--- config.mk ---
export PLATFORM = sky130hd
export DESIGN_NAME = light_curtain_safety_logic
export DESIGN_NICKNAME = d
export VERILOG_FILES = /design/src/verilog/lc_pkg.sv /design/src/verilog/decision_channel.sv /design/src/verilog/light_curtain_safety_logic.sv /design/src/verilog/mismatch_timer.sv
export VERILOG_INCLUDE_DIRS = /design/src /design/src/verilog
export SDC_FILE = /design/constraint.sdc
export NUM_CORES = 1
export LEC_CHECK = 0
export ABC_AREA = 1
export BUFFER_PORTS_ARGS = -buffer_cell sky130_fd_sc_hd__clkbuf_2
export CAP_MARGIN = 20
export CORE_ASPECT_RATIO = 0.7
export CORE_MARGIN = 2
export CORE_UTILIZATION = 61
export DETAILED_ROUTE_END_ITERATION = 12
export PLACE_DENSITY = 0.84
export SYNTH_ARGS = -nofsm -noshare
export SYNTH_HDL_FRONTEND = slang
export SYNTH_SLANG_ARGS = --single-unit
--- constraint.sdc ---
create_clock -name i_mclk -period 2.15 [get_ports i_mclk]
set_input_delay 0.43 -clock i_mclk [delete_from_list [all_inputs] [get_ports i_mclk]]
set_output_delay 0.43 -clock i_mclk [all_outputs]
set_load 0.01 [all_outputs]
--- src/verilog/lc_defs.svh ---
// Functional notes
// Beam interruption turns both final switch outputs off unless muted (full).
// Sensor head failure turns both final switch outputs off unless muted (full).
// Excessive extraneous light turns final switch outputs off unless muted.
// Broken or shorted cable turns final switch outputs off unless muted.
// Full variant: closed forced-off input forces outputs off, even muted.
// Simple variant: open test input turns final switch outputs off.
// Full variant: lockout output off at start and after power return.
// Welded final switch relay contact turns lockout output off.
// Welded primary machine relay contact, seen via feedback, turns lockout off.
// Disagreeing redundant decision channels turn lockout output off.
// Open external lockout input turns lockout output off.
// Observed relay contact type differing from mode setting turns lockout off.
// Simple variant: monitor output off on any sensor fault or beam break.
// Simple variant: open test input turns monitor off and stops emission.
// Full variant: muting makes beam interruptions unable to open outputs.
// Controller asserts muting only briefly and with care.
// Full variant: closed lockout release input clears lockout.
// Full variant: muting active only with both muting inputs closed.
// Simple variant: open restart input keeps final switch outputs off.
// Relay feedback disagreeing with final switch state enters lockout.
// Full variant: lockout latches and holds outputs off until released.
// Outputs on only with no turn-off condition and no lockout latched.
`ifndef LC_DEFS_SVH
`define LC_DEFS_SVH

// Register port
`define LC_ADDR_W 4
`define LC_DATA_W 8
`define LC_CTRL_ADDR 4'h0
`define LC_STAT_ADDR 4'h4
`define LC_CTRL_RESET 8'h00
`define LC_RDATA_IDLE 8'h00
`define LC_CTRL_NC_BIT 0

// Status fields
`define LC_ST_LOCKED 0
`define LC_ST_MUTED 1
`define LC_ST_CHAN_DIFF 2
`define LC_ST_RELAY_FAULT 3
`define LC_ST_MODE_ERR 4
`define LC_ST_EXT_LOCK 5
`define LC_ST_FSO_LO 6
`define LC_ST_FSO_HI 7

// Relay settle time before feedback disagreement counts
`define LC_SETTLE_MS 20
`define LC_CLK_KHZ 10000
`define LC_CNT_W 20
`define LC_RELAYS 2
`define LC_CHANNELS 2

`endif

--- src/verilog/lc_pkg.sv ---
package lc_pkg;
  typedef enum logic {
    ST_LOCKED,
    ST_RUN
  } lock_state_t;
endpackage

--- src/verilog/decision_channel.sv ---
`include "lc_defs.svh"

module decision_channel #(
  parameter bit FULL_VARIANT = 1'b1
) (
  // Sensor head
  input wire logic i_beam_interrupted,
  input wire logic i_sensor_fail,
  input wire logic i_extraneous_light,
  input wire logic i_cable_fault,
  // Control contacts
  input wire logic i_muted,
  input wire logic i_forced_off_closed,
  input wire logic i_test_closed,
  // Decisions
  output logic o_switch_off,
  output logic o_monitor_off
);

  function automatic logic sensor_trip(input logic beam, input logic fail,
                                       input logic light, input logic cable);
    sensor_trip = beam | fail | light | cable;
  endfunction

  wire logic head_trip;
  wire logic head_gated;

  assign head_trip = sensor_trip(i_beam_interrupted, i_sensor_fail,
                                 i_extraneous_light, i_cable_fault);
  // Muting hides the whole head report, not just the beams
  assign head_gated = head_trip & ~(FULL_VARIANT & i_muted);

  assign o_switch_off = FULL_VARIANT ?
                        (head_gated | i_forced_off_closed) :
                        (head_trip | ~i_test_closed);
  assign o_monitor_off = FULL_VARIANT ? 1'b1 :
                         (sensor_trip(i_beam_interrupted, i_sensor_fail,
                                      i_extraneous_light, i_cable_fault)
                          | ~i_test_closed);

endmodule // decision_channel

--- src/verilog/light_curtain_safety_logic.sv ---
// Design decisions made here: the placing of the registers and the plain strobed port.
`include "lc_defs.svh"

module light_curtain_safety_logic #(
  parameter bit FULL_VARIANT = 1'b1,
  // Relay settle time in cycles; shorten for simulation
  parameter int unsigned SETTLE_CYCLES = `LC_SETTLE_MS * `LC_CLK_KHZ
) (
  // Clock, reset, enable
  input wire logic i_mclk,
  input wire logic i_reset_n,
  input wire logic i_ce,
  // Sensor head reports
  input wire logic i_beam_interrupted,
  input wire logic i_sensor_fail,
  input wire logic i_extraneous_light,
  input wire logic i_cable_fault,
  // Full variant contacts, high when closed
  input wire logic i_muting_a_closed,
  input wire logic i_muting_b_closed,
  input wire logic i_forced_switch_off_input,
  input wire logic i_lockout_release_closed,
  // Common contacts, high when closed
  input wire logic i_ext_lockout_closed,
  // Simple variant contacts, high when closed
  input wire logic i_test_closed,
  input wire logic i_restart_closed,
  // Relay feedback, high when contact closed
  input wire logic [`LC_RELAYS-1:0] i_final_switch_fb,
  input wire logic [`LC_RELAYS-1:0] i_primary_machine_relay_fb,
  input wire logic i_primary_machine_relay_nc,
  // Register port
  input wire logic [`LC_ADDR_W-1:0] i_reg_addr,
  input wire logic [`LC_DATA_W-1:0] i_reg_wdata,
  input wire logic i_reg_wr,
  input wire logic i_reg_rd,
  output logic [`LC_DATA_W-1:0] o_reg_rdata,
  // Switching outputs, high when closed
  output logic [`LC_RELAYS-1:0] o_final_switch_output,
  output logic o_lockout_switch_output,
  output logic o_monitor_output,
  output logic o_emission_enable
);

  // Register state
  logic [`LC_DATA_W-1:0] ctrl_r;
  logic [`LC_DATA_W-1:0] rdata_r;
  logic [`LC_DATA_W-1:0] rdata_nxt;

  // Decision state
  lc_pkg::lock_state_t state_r;
  lc_pkg::lock_state_t state_nxt;
  logic [`LC_RELAYS-1:0] fso_r;
  logic [`LC_RELAYS-1:0] fso_nxt;
  logic lockout_r;
  logic lockout_nxt;
  logic monitor_r;
  logic monitor_nxt;
  logic emission_r;
  logic emission_nxt;

  // Channel results and relay checks
  wire logic [`LC_CHANNELS-1:0] chan_off;
  wire logic [`LC_CHANNELS-1:0] chan_mon_off;
  wire logic [`LC_RELAYS-1:0] fsw_weld;
  wire logic [`LC_RELAYS-1:0] pmr_fault;
  wire logic [`LC_RELAYS-1:0] pmr_on;

  // Condition decode
  wire logic muted;
  wire logic forced_off;
  wire logic chan_diff;
  wire logic relay_fault;
  wire logic mode_err;
  wire logic ext_lock;
  wire logic fault;
  wire logic release_req;
  wire logic restart_ok;
  wire logic relay_nc_sel;
  wire logic ctrl_wr;
  wire logic ctrl_rd;
  wire logic stat_rd;
  wire logic [`LC_DATA_W-1:0] status;

  // Both contacts needed; a single stuck contact cannot mute
  assign muted = FULL_VARIANT & i_muting_a_closed
                 & i_muting_b_closed;
  assign forced_off = FULL_VARIANT & i_forced_switch_off_input;

  // Two independent decision channels over the same inputs
  genvar c;
  generate
    for (c = 0; c < `LC_CHANNELS; c++) begin : g_chan
      decision_channel #(
        .FULL_VARIANT(FULL_VARIANT)
      ) u_chan (
        .i_beam_interrupted(i_beam_interrupted),
        .i_sensor_fail(i_sensor_fail),
        .i_extraneous_light(i_extraneous_light),
        .i_cable_fault(i_cable_fault),
        .i_muted(muted),
        .i_forced_off_closed(forced_off),
        .i_test_closed(i_test_closed),
        .o_switch_off(chan_off[c]),
        .o_monitor_off(chan_mon_off[c])
      );
    end
  endgenerate

  assign chan_diff = (chan_off != {`LC_CHANNELS{chan_off[0]}})
                     | (chan_mon_off != {`LC_CHANNELS{chan_mon_off[0]}});

  // Relay contact supervision; settle time masks normal switching lag
  assign relay_nc_sel = ctrl_r[`LC_CTRL_NC_BIT];

  genvar k;
  generate
    for (k = 0; k < `LC_RELAYS; k++) begin : g_relay
      // Closed while commanded open means a welded contact
      mismatch_timer #(
        .LIMIT(SETTLE_CYCLES)
      ) u_fsw_chk (
        .i_mclk(i_mclk),
        .i_reset_n(i_reset_n),
        .i_ce(i_ce),
        .i_mismatch(i_final_switch_fb[k] != fso_r[k]),
        .o_trip(fsw_weld[k])
      );

      // NC wiring reads inverted, so normalise before comparing
      assign pmr_on[k] = i_primary_machine_relay_fb[k] ^ relay_nc_sel;

      mismatch_timer #(
        .LIMIT(SETTLE_CYCLES)
      ) u_pmr_chk (
        .i_mclk(i_mclk),
        .i_reset_n(i_reset_n),
        .i_ce(i_ce),
        .i_mismatch(pmr_on[k] != fso_r[k]),
        .o_trip(pmr_fault[k])
      );
    end
  endgenerate

  assign relay_fault = (|fsw_weld) | (|pmr_fault);
  assign mode_err = i_primary_machine_relay_nc != relay_nc_sel;
  assign ext_lock = ~i_ext_lockout_closed;

  // Any lockout cause
  assign fault = relay_fault | chan_diff | mode_err | ext_lock;

  // Release source differs per variant
  assign release_req = FULL_VARIANT ? i_lockout_release_closed
                                    : i_restart_closed;
  assign restart_ok = FULL_VARIANT | i_restart_closed;

  // Lockout latch; a fault in the release cycle keeps it locked
  always_comb begin
    state_nxt = state_r;
    case (state_r)
      lc_pkg::ST_LOCKED: begin
        if (release_req && !fault) begin
          state_nxt = lc_pkg::ST_RUN;
        end
      end
      lc_pkg::ST_RUN: begin
        if (fault) begin
          state_nxt = lc_pkg::ST_LOCKED;
        end
      end
      default: begin
        state_nxt = lc_pkg::ST_LOCKED;
      end
    endcase
  end

  // Outputs follow the same-cycle fault, not only the latched state
  assign lockout_nxt = (state_nxt == lc_pkg::ST_RUN) & ~fault;
  assign fso_nxt = {`LC_RELAYS{~chan_off[0] & ~chan_off[1] & lockout_nxt
                               & restart_ok}};
  assign monitor_nxt = ~FULL_VARIANT & ~chan_mon_off[0] & ~chan_mon_off[1]
                       & lockout_nxt;
  // Emission only stops in the simple variant
  assign emission_nxt = FULL_VARIANT | i_test_closed;

  // Register decode
  assign ctrl_wr = i_reg_wr && (i_reg_addr == `LC_CTRL_ADDR);
  assign ctrl_rd = i_reg_rd && (i_reg_addr == `LC_CTRL_ADDR);
  assign stat_rd = i_reg_rd && (i_reg_addr == `LC_STAT_ADDR);

  assign status = {fso_r[1],
                   fso_r[0],
                   ext_lock,
                   mode_err,
                   relay_fault,
                   chan_diff,
                   muted,
                   state_r == lc_pkg::ST_LOCKED};

  // Unmapped reads and idle cycles return zero
  assign rdata_nxt = ctrl_rd ? ctrl_r :
                     stat_rd ? status : `LC_RDATA_IDLE;

  // Reset lands in lockout for the full variant
  always_ff @(posedge i_mclk) begin
    if (!i_reset_n) begin
      state_r <= FULL_VARIANT ? lc_pkg::ST_LOCKED
                              : lc_pkg::ST_RUN;
      lockout_r <= 1'b0;
      fso_r <= '0;
      monitor_r <= 1'b0;
      emission_r <= 1'b0;
    end else if (i_ce) begin
      state_r <= state_nxt;
      lockout_r <= lockout_nxt;
      fso_r <= fso_nxt;
      monitor_r <= monitor_nxt;
      emission_r <= emission_nxt;
    end
  end

  always_ff @(posedge i_mclk) begin
    if (!i_reset_n) begin
      ctrl_r <= `LC_CTRL_RESET;
      rdata_r <= `LC_RDATA_IDLE;
    end else if (i_ce) begin
      if (ctrl_wr) begin
        ctrl_r <= i_reg_wdata;
      end
      rdata_r <= rdata_nxt;
    end
  end

  assign o_final_switch_output = fso_r;
  assign o_lockout_switch_output = lockout_r;
  assign o_monitor_output = monitor_r;
  assign o_emission_enable = emission_r;
  assign o_reg_rdata = rdata_r;

endmodule // light_curtain_safety_logic

--- src/verilog/mismatch_timer.sv ---
`include "lc_defs.svh"

module mismatch_timer #(
  parameter int unsigned LIMIT = `LC_SETTLE_MS * `LC_CLK_KHZ
) (
  // Clock and reset
  input wire logic i_mclk,
  input wire logic i_reset_n,
  input wire logic i_ce,
  // Disagreement in, persistent fault out
  input wire logic i_mismatch,
  output logic o_trip
);

  logic [`LC_CNT_W-1:0] cnt_r;
  logic [`LC_CNT_W-1:0] cnt_nxt;
  logic trip_r;
  wire logic at_limit;

  assign at_limit = (cnt_r == LIMIT[`LC_CNT_W-1:0]);
  assign cnt_nxt = !i_mismatch ? '0 :
                   at_limit ? cnt_r : cnt_r + `LC_CNT_W'(1);
  assign o_trip = trip_r;

  always_ff @(posedge i_mclk) begin
    if (!i_reset_n) begin
      cnt_r <= '0;
      trip_r <= 1'b0;
    end else if (i_ce) begin
      cnt_r <= cnt_nxt;
      trip_r <= i_mismatch & at_limit;
    end
  end

endmodule // mismatch_timer
==> results of run 1 <==
==> through the flow <==
stage	total power, mW	utilization, %	hold WS, ns
after floorplan	2.23	-	0.423
after global placement	2.32	64.8	0.434
after detailed placement	2.33	64.8	0.447
after CTS	4.08	67.9	0.344
after global routing	4.19	67.9	0.399
final	4.06	67.9	0.345
==> placed cells by master, fill, tap and decap left out, drive strengths merged, types with 12 or more instances in the layout <==
cell    count
a21oi      55
buf        12
clkbuf     53
dfxtp     104
inv       138
nand2     300
nand3      67
nand4      24
nor2      210
nor3       14
o21ai      36
xor2       13
==> worst max path at each step <==
stage	end	slack, ns	cells past startpoint
6_report	g_relay[0].u_pmr_chk.cnt_r[15]$_SDFFE_PN0P_	0.28	10
5_1_grt	g_relay[1].u_pmr_chk.cnt_r[2]$_SDFFE_PN0P_	0.13	11
4_1_cts	g_relay[0].u_pmr_chk.cnt_r[15]$_SDFFE_PN0P_	0.29	10
3_5_place_dp	ctrl_r[2]$_SDFFE_PN0P_	0.29	7
3_3_place_gp	ctrl_r[6]$_SDFFE_PN0P_	0.36	7
2_1_floorplan	g_relay[1].u_fsw_chk.cnt_r[4]$_SDFFE_PN0P_	0.63	10
==> sequential cells by signal, indices dropped and copies added (netlist names) <==
name	count
g_relay.u_pmr_chk.o_trip	2
g_relay.u_fsw_chk.o_trip	2
o_reg_rdata	8
state_r	1
g_relay.u_pmr_chk.cnt_r	40
o_final_switch_output	1
g_relay.u_fsw_chk.cnt_r	40
o_lockout_switch_output	1
ctrl_r	8
o_emission_enable	1
==> cell type report <==
| cell class | instances | area [um2] |
|---|---|---|
| Tap cell | 132 | 165 |
| Fill cell | 891 | 3290 |
| Sequential cell | 104 | 2080 |
| Inverter | 138 | 520 |
| Clock buffer | 11 | 233 |
| Clock inverter | 4 | 77.6 |
| Multi-Input combinational cell | 753 | 3570 |
| Timing Repair Buffer | 54 | 300 |
==> per-layer routing <==
layer	global-route usage [%]	vias up
met1	40.0	2763
met2	42.7	211
met5	0	-
li1	-	3270
met3	5.86	14
met4	7.89	0
==> power by group <==
group          internal [mW]  switching (mW)
Combinational          0.102           0.217
Sequential              1.95          0.0212
Clock                   1.02           0.750
==> tightest hold or removal path, delay by kind of cell <==
family	cells	cell delay [ns]
compound gates	2	0.17
buf+inv	1	0.07
==> cell families (layout without fill, tap and decap cells) <==
group | after synthesis | in the layout | synth area share (%)
compound gates | 105 | 105 | 9.80
xor+xnor | 14 | 14 | 1.92
fa+ha+maj | 8 | 8 | 1.57
buf+inv | 168 | 207 | 11.3
flops | 104 | 104 | 32.7
other cells | 1 | 1 | 0.0588
simple gates | 625 | 625 | 42.7
==> impl_metrics.ini, run 1 <==
[finish]
fin_area_mm2 = 0.00695
drive_above_1_share_pct = 11.8
area_growth_pct = 9.03
fin_cells = 1196
layout.nets = 1101
antenna_cells = 0

[global_routing]
overflow = 0
grt_pass1_wl_um = 25500
antenna_found_initial = 0
track_usage_pct = 27.9
grt_max_degree = 28
grt_pass1_vias = 5515

[sta]
rsz0062_at_grt = no
fin_skew_ns = 0.0102
period_share_pct = 86.8
slew_headroom_pct = 59.4
worstMarginPinSlew_ns = 0.608
setup_ws_ns = 0.285
final.setup.tns_ns = 0
drv_slew = 0
finalSetupViolations = 0
hold_viol_final = 0
post-route-min-period_ns = 1.87
max_clock_freq_ghz = 0.536

[critical_path]
r2r_start = g_relay[0].u_pmr_chk.cnt_r[0]$_SDFFE_PN0P_
rr_worst_depth = 10
cp-end-kind = flip-flop
critical_path.slowest_cell = dfxtp_1
required_ns = 2.38
path_buf_inv = 1
critPathKind = flip-flop to flip-flop
reg2reg_setup_slack_ns = 0.28
slowest_delay_ns = 0.44
cp_max_fo = 14
timing.rr.end = g_relay[0].u_pmr_chk.cnt_r[15]$_SDFFE_PN0P_
cp-startpoint = g_relay[0].u_pmr_chk.cnt_r[0]$_SDFFE_PN0P_
critical_path.top_delay_family = simple AND/OR/NAND/NOR gates
path_cells = inv_1, ha_1, nand2_1, nor2_1, nand2_1, nor2_4, nand2_2, nand2_2, nor3_1, nor2_1
start_kind = flip-flop
arrival_ns = 2.10

[route]
initialDrtViolationCount = 486
wl_um = 14900
routed-wl-met2_um = 6290
highest_layer = met4
drtPass1Iterations = 5
via_count = 6258
drtAntennaViolNets = 0
wl_met3_um = 998
avgViaCountPerCell = 5.23
route.detailed.drc = 0
m1WireLength_um = 7490
wl_per_cell_um = 12.5

[placed_design]
numPlacedInstances = 1181
place_area_mm2 = 0.00664
hpwl_um = 10900
dp_slack_ns = 0.291
gp_congestion = 0.904
io_buffers = 42

[clocking]
ctsRootBufferMaster = clkbuf_16
clk_pin_slew_worst_paths_ns = 0.07
cts_tree = built
cts_resized = 0
cts_buffer_depth = 2
h-tree-depth = 3
insertion_delay_ns = 0.35
numClockSinks = 104
postCtsSetupRepairBufs = 0
holdBufCountCts = 0
cts_buffers = 9

[logic_synthesis]
synth-seq-cells = 104
synth.distinct_cells = 44
syn_nets = 1066
synth_top_area_share_pct = 32.7
synth_top_cell_by_area = dfxtp_1
synth_edf_count = 0
synth_flop_cell = dfxtp_1
yosysWarnings = 0
synth_cells = 1025
synth_area_mm2 = 0.00637
yosysSeqAreaShare_pct = 32.7
yosysMostFrequentCell = nand2_1
synth_commonest_cells = nand2_1, nor2_1, inv_1, dfxtp_1, nand3_1
synth_area_leaders = dfxtp_1, nand2_1, nor2_1
synthArstFlopShare_pct = 0
avgSynthCellArea_um2 = 6.22

[pwr]
vdd_drop_max_mv = 0.472
power_leakage_nw = 2.88
p_per_area_mw_per_mm2 = 584

[min_path]
hold_depth = 3
hold_end = ctrl_r[5]$_SDFFE_PN0P_
hp-class = input port to flip-flop
hp-start = i_reg_wdata[5]

[floorplan]
core_mm2 = 0.0102
io_pins = 46
die_area_mm2 = 0.0113
die_w_um = 126
die_h_um = 89.5
start_util_pct = 62.2
rows = 31

[flow_run]
drv_cap = 0

[run_status]
outcome = finished clean
Note: power is estimated with default switching activity, not from simulation.
==> run 2: changes to the inputs <==
- CAP_MARGIN: 20 -> 5
- CORE_UTILIZATION: 61 -> 43
- PLACE_DENSITY: 0.84 -> 0.63
==> impl_metrics.ini, run 2 (synthesized netlist as in run 1, its figures left out) <==
[route]
wl_um = 15500
drtAntennaViolNets = 0
avgViaCountPerCell = 4.81
route.detailed.drc = 0
drtPass1Iterations = 6
via_count = 6064
initialDrtViolationCount = 338
wl_per_cell_um = 12.3

[critical_path]
start_kind = flip-flop
critPathKind = flip-flop to flip-flop
required_ns = 2.40
reg2reg_setup_slack_ns = 0.31
cp-end-kind = flip-flop
cp_max_fo = 14
arrival_ns = 2.10

[clocking]
holdBufCountCts = 0
cts_resized = 0
cts_buffers = 9
h-tree-depth = 3
numClockSinks = 104
cts_tree = built
ctsRootBufferMaster = clkbuf_16
postCtsSetupRepairBufs = 0
insertion_delay_ns = 0.36
cts_buffer_depth = 2
clk_pin_slew_worst_paths_ns = 0.08

[pwr]
power_leakage_nw = 2.89
total_power_mw = 4.08
p_per_area_mw_per_mm2 = 578
vdd_drop_max_mv = 0.426

[global_routing]
antenna_found_initial = 1
track_usage_pct = 20.8
grt_pass1_vias = 5284
grt_pass1_wl_um = 26400
grt_use_met1_pct = 32.7
grt_use_met2_pct = 28.1
top_usage_layer = met1
use_met3_pct = 4.76
overflow = 0
grt_max_degree = 44

[run_status]
outcome = finished clean

[sta]
setup_ws_ns = 0.307
hold_ws_ns = 0.338
final.setup.tns_ns = 0
finalSetupViolations = 0
drv_slew = 0
max_clock_freq_ghz = 0.543
hold_viol_final = 0
post-route-min-period_ns = 1.84
fin_skew_ns = 0.0135
period_share_pct = 85.7
rsz0062_at_grt = no

[floorplan]
core_mm2 = 0.0146
io_pins = 46
rows = 37
die_h_um = 106
start_util_pct = 43.7
die_area_mm2 = 0.0158
die_w_um = 150

[finish]
drive_above_1_share_pct = 12.1
final_common_cell = nand2_1
regArea_mm2 = 0.00208
layout.nets = 1101
area_growth_pct = 10.6
top_regs = g_relay.u_fsw_chk.cnt_r x40, g_relay.u_pmr_chk.cnt_r x40
layout_common_cells = nand2_1, nor2_1, inv_1, dfxtp_1, nand3_1
fillers = 1507
multi_input_area_mm2 = 0.00357

[min_path]
hp-class = input port to flip-flop

[flow_run]
drv_cap = 0

[placed_design]
io_buffers = 42
gp_congestion = 0.862
dp_slack_ns = 0.287
hpwl_um = 11400
==> run 2: cell type report <==
class                           count  share of cell area (%)
Timing Repair Buffer               54                    4.44
Sequential cell                   104                    29.5
Clock inverter                      7                    1.31
Multi-Input combinational cell    753                    50.6
Antenna cell                        1                  0.0355
Inverter                          138                    7.38
Clock buffer                        9                    3.19
Tap cell                          195                    3.46
==> run 2: per-layer routing <==
metal	vias to the layer above	wire length [um]
met2	151	5970
met4	2	159
met3	12	812
met5	-	13
met1	2628	8520
li1	3271	-
==> run 2: power by group <==
part | leakage (nW) | total, mW | internal, mW | switching (mW)
sequential | 0.841 | 1.97 | 1.95 | 0.0210
combinational | 1.89 | 0.322 | 0.103 | 0.219
clock | 0.156 | 1.79 | 0.940 | 0.845
==> run 2: path summary, 6_finish.rpt <==
path,from,endpoint,depth (start not counted)
max reg2reg,g_relay[0].u_pmr_chk.cnt_r[0]$_SDFFE_PN0P_,g_relay[0].u_pmr_chk.cnt_r[16]$_SDFFE_PN0P_,11
min,i_reg_wdata[4],ctrl_r[4]$_SDFFE_PN0P_,3
max,g_relay[0].u_pmr_chk.cnt_r[0]$_SDFFE_PN0P_,g_relay[0].u_pmr_chk.cnt_r[16]$_SDFFE_PN0P_,11
min reg2reg,ctrl_r[2]$_SDFFE_PN0P_,ctrl_r[2]$_SDFFE_PN0P_,2
==> run 2: worst max-delay path, cell delays in order, from the launching register on <==
cell,delay [ns]
dfxtp_1,0.37
inv_1,0.09
ha_1,0.15
nand2_1,0.05
nor2_1,0.12
nand2_1,0.11
nor2_4,0.15
nand2_2,0.18
nand2_2,0.29
nor2_1,0.09
nor2_1,0.09
nor2_1,0.04
==> run 2: through the flow <==
stage	cell area [um2]	util, %	instances
floorplan	6370	-	1025
global placement	6730	46.1	1244
detailed placement	6730	46.1	1244
CTS	7050	48.3	1260
global route	7050	48.3	1260
finish	7050	48.3	1261
==> run 3: changes to the inputs <==
- BUFFER_PORTS_ARGS: -buffer_cell sky130_fd_sc_hd__clkbuf_2 -> not set
- DONT_BUFFER_PORTS: not set -> 1
- PLACE_DENSITY: 0.63 -> 0.61
- REMOVE_ABC_BUFFERS: not set -> 1
==> impl_metrics.ini, run 3 (synthesized netlist as in run 1, its figures left out) <==
[run_status]
outcome = finished clean

[pwr]
power_frac_clock_pct = 43.0
p_per_area_mw_per_mm2 = 574
power_frac_seq_pct = 50.8
total_power_mw = 3.89
p_int_mw = 2.85
netSwitchingPower_mw = 1.04
switching_share_pct = 26.8
power_leakage_nw = 2.68
vdd_drop_max_mv = 0.460
combPwrFrac_pct = 6.2

[route]
drtAntennaViolNets = 0
drtPass1Iterations = 5
avgViaCountPerCell = 4.81
route.detailed.drc = 0
wl_um = 14800
initialDrtViolationCount = 446
via_count = 5836
wl_per_cell_um = 12.2

[clocking]
h-tree-depth = 3
clk_pin_slew_worst_paths_ns = 0.08
cts_resized = 0
postCtsSetupRepairBufs = 0
cts_buffers = 9
numClockSinks = 104
cts_buffer_depth = 2
ctsRootBufferMaster = clkbuf_16
cts_tree = built
insertion_delay_ns = 0.36
holdBufCountCts = 0

[finish]
drive_above_1_share_pct = 8.15
final_common_cell = nand2_1
area_growth_pct = 6.30
fin_cells = 1214
antenna_cells = 0
layout_common_cells = nand2_1, nor2_1, inv_1, dfxtp_1, nand3_1
top_regs = g_relay.u_fsw_chk.cnt_r x40, g_relay.u_pmr_chk.cnt_r x40
layout.nets = 1055
fillers = 1554

[sta]
drv_slew = 0
rsz0062_at_grt = no
slew_headroom_pct = 44.5
hold_viol_final = 0
finalSetupViolations = 0
worstMarginPinSlew_ns = 0.825
final.setup.tns_ns = 0
fin_skew_ns = 0.0114
hold_ws_ns = 0.195
period_share_pct = 85.3
max_clock_freq_ghz = 0.545
post-route-min-period_ns = 1.83

[floorplan]
die_h_um = 106
die_area_mm2 = 0.0158
start_util_pct = 43.7
io_pins = 46
core_mm2 = 0.0146
die_w_um = 150
rows = 37

[global_routing]
grt_pass1_wl_um = 25600
grt_max_degree = 48
track_usage_pct = 20.1
overflow = 0
grt_pass1_vias = 5280
antenna_found_initial = 0

[placed_design]
hpwl_um = 10900
gp_congestion = 0.863
numPlacedInstances = 1198
io_buffers = 0

[flow_run]
drv_cap = 0

[critical_path]
critPathKind = flip-flop to flip-flop
critical_path.slowest_cell = dfxtp_1
slowest_delay_ns = 0.43
path_cells = inv_1, ha_1, nand2_1, nor2_1, nand2_1, nor2_4, nand2_2, nand2_2, nor3_1, nor2_1
cp-end-kind = flip-flop
start_kind = flip-flop
required_ns = 2.40
arrival_ns = 2.08
cp_max_fo = 14

[min_path]
hp-class = input port to flip-flop
==> run 3: worst paths after layout <==
kind | start | to | slack [ns] | cells after the start
setup / recovery | g_relay[0].u_pmr_chk.cnt_r[0]$_SDFFE_PN0P_ | g_relay[0].u_pmr_chk.cnt_r[15]$_SDFFE_PN0P_ | 0.32 | 10
hold reg to reg | ctrl_r[2]$_SDFFE_PN0P_ | ctrl_r[2]$_SDFFE_PN0P_ | 0.45 | 2
hold / removal | i_reset_n | ctrl_r[7]$_SDFFE_PN0P_ | 0.20 | 2
setup reg to reg | g_relay[0].u_pmr_chk.cnt_r[0]$_SDFFE_PN0P_ | g_relay[0].u_pmr_chk.cnt_r[15]$_SDFFE_PN0P_ | 0.32 | 10
==> run 3: layout make-up <==
cell class	instances	area, um2	share of cell area [%]
repair buffers	8	60.1	0.887
inverters	138	520	7.68
flip-flops and latches	104	2080	30.7
well taps	195	244	3.60
clock inverters	7	72.6	1.07
multi-input cells	753	3570	52.7
clock buffers	9	225	3.32
==> run 3: critical path: cells and delay by family (launching register included) <==
kind	cells	cell delay (ns)
adder cells (fa/ha/maj)	1	0.20
buffers and inverters	1	0.09
flip-flops	1	0.43
AND/OR/NAND/NOR	8	1.00
==> run 3: through the flow <==
step	util, %	area (um2)	setup WS (ns)
floorplan	-	6170	0.434
detailed placement	44.4	6480	0.314
global placement	44.4	6480	0.351
CTS	46.5	6770	0.295
finish	46.5	6770	0.317
global route	46.5	6770	0.0996
==> run 3: power groups by stage <==
stage          sequential [mW]  clock [mW]  combinational [mW]
3_5_place_dp              2.02           0               0.242
2_1_floorplan             2.01           0               0.175
4_1_cts                   1.97        1.72               0.243
6_report                  1.97        1.67               0.242
3_3_place_gp              2.02           0               0.240
5_1_grt                   1.98        1.79               0.278
==> run 3: routing by layer <==
layer	wire length, um	share of wire (%)	track usage [%]	vias to the layer above
met5	0	0	0	-
met4	107	0.72	4.76	0
met3	814	5.5	4.81	10
met2	5700	38	28.1	121
met1	8220	55	30.6	2529
li1	-	-	-	3176
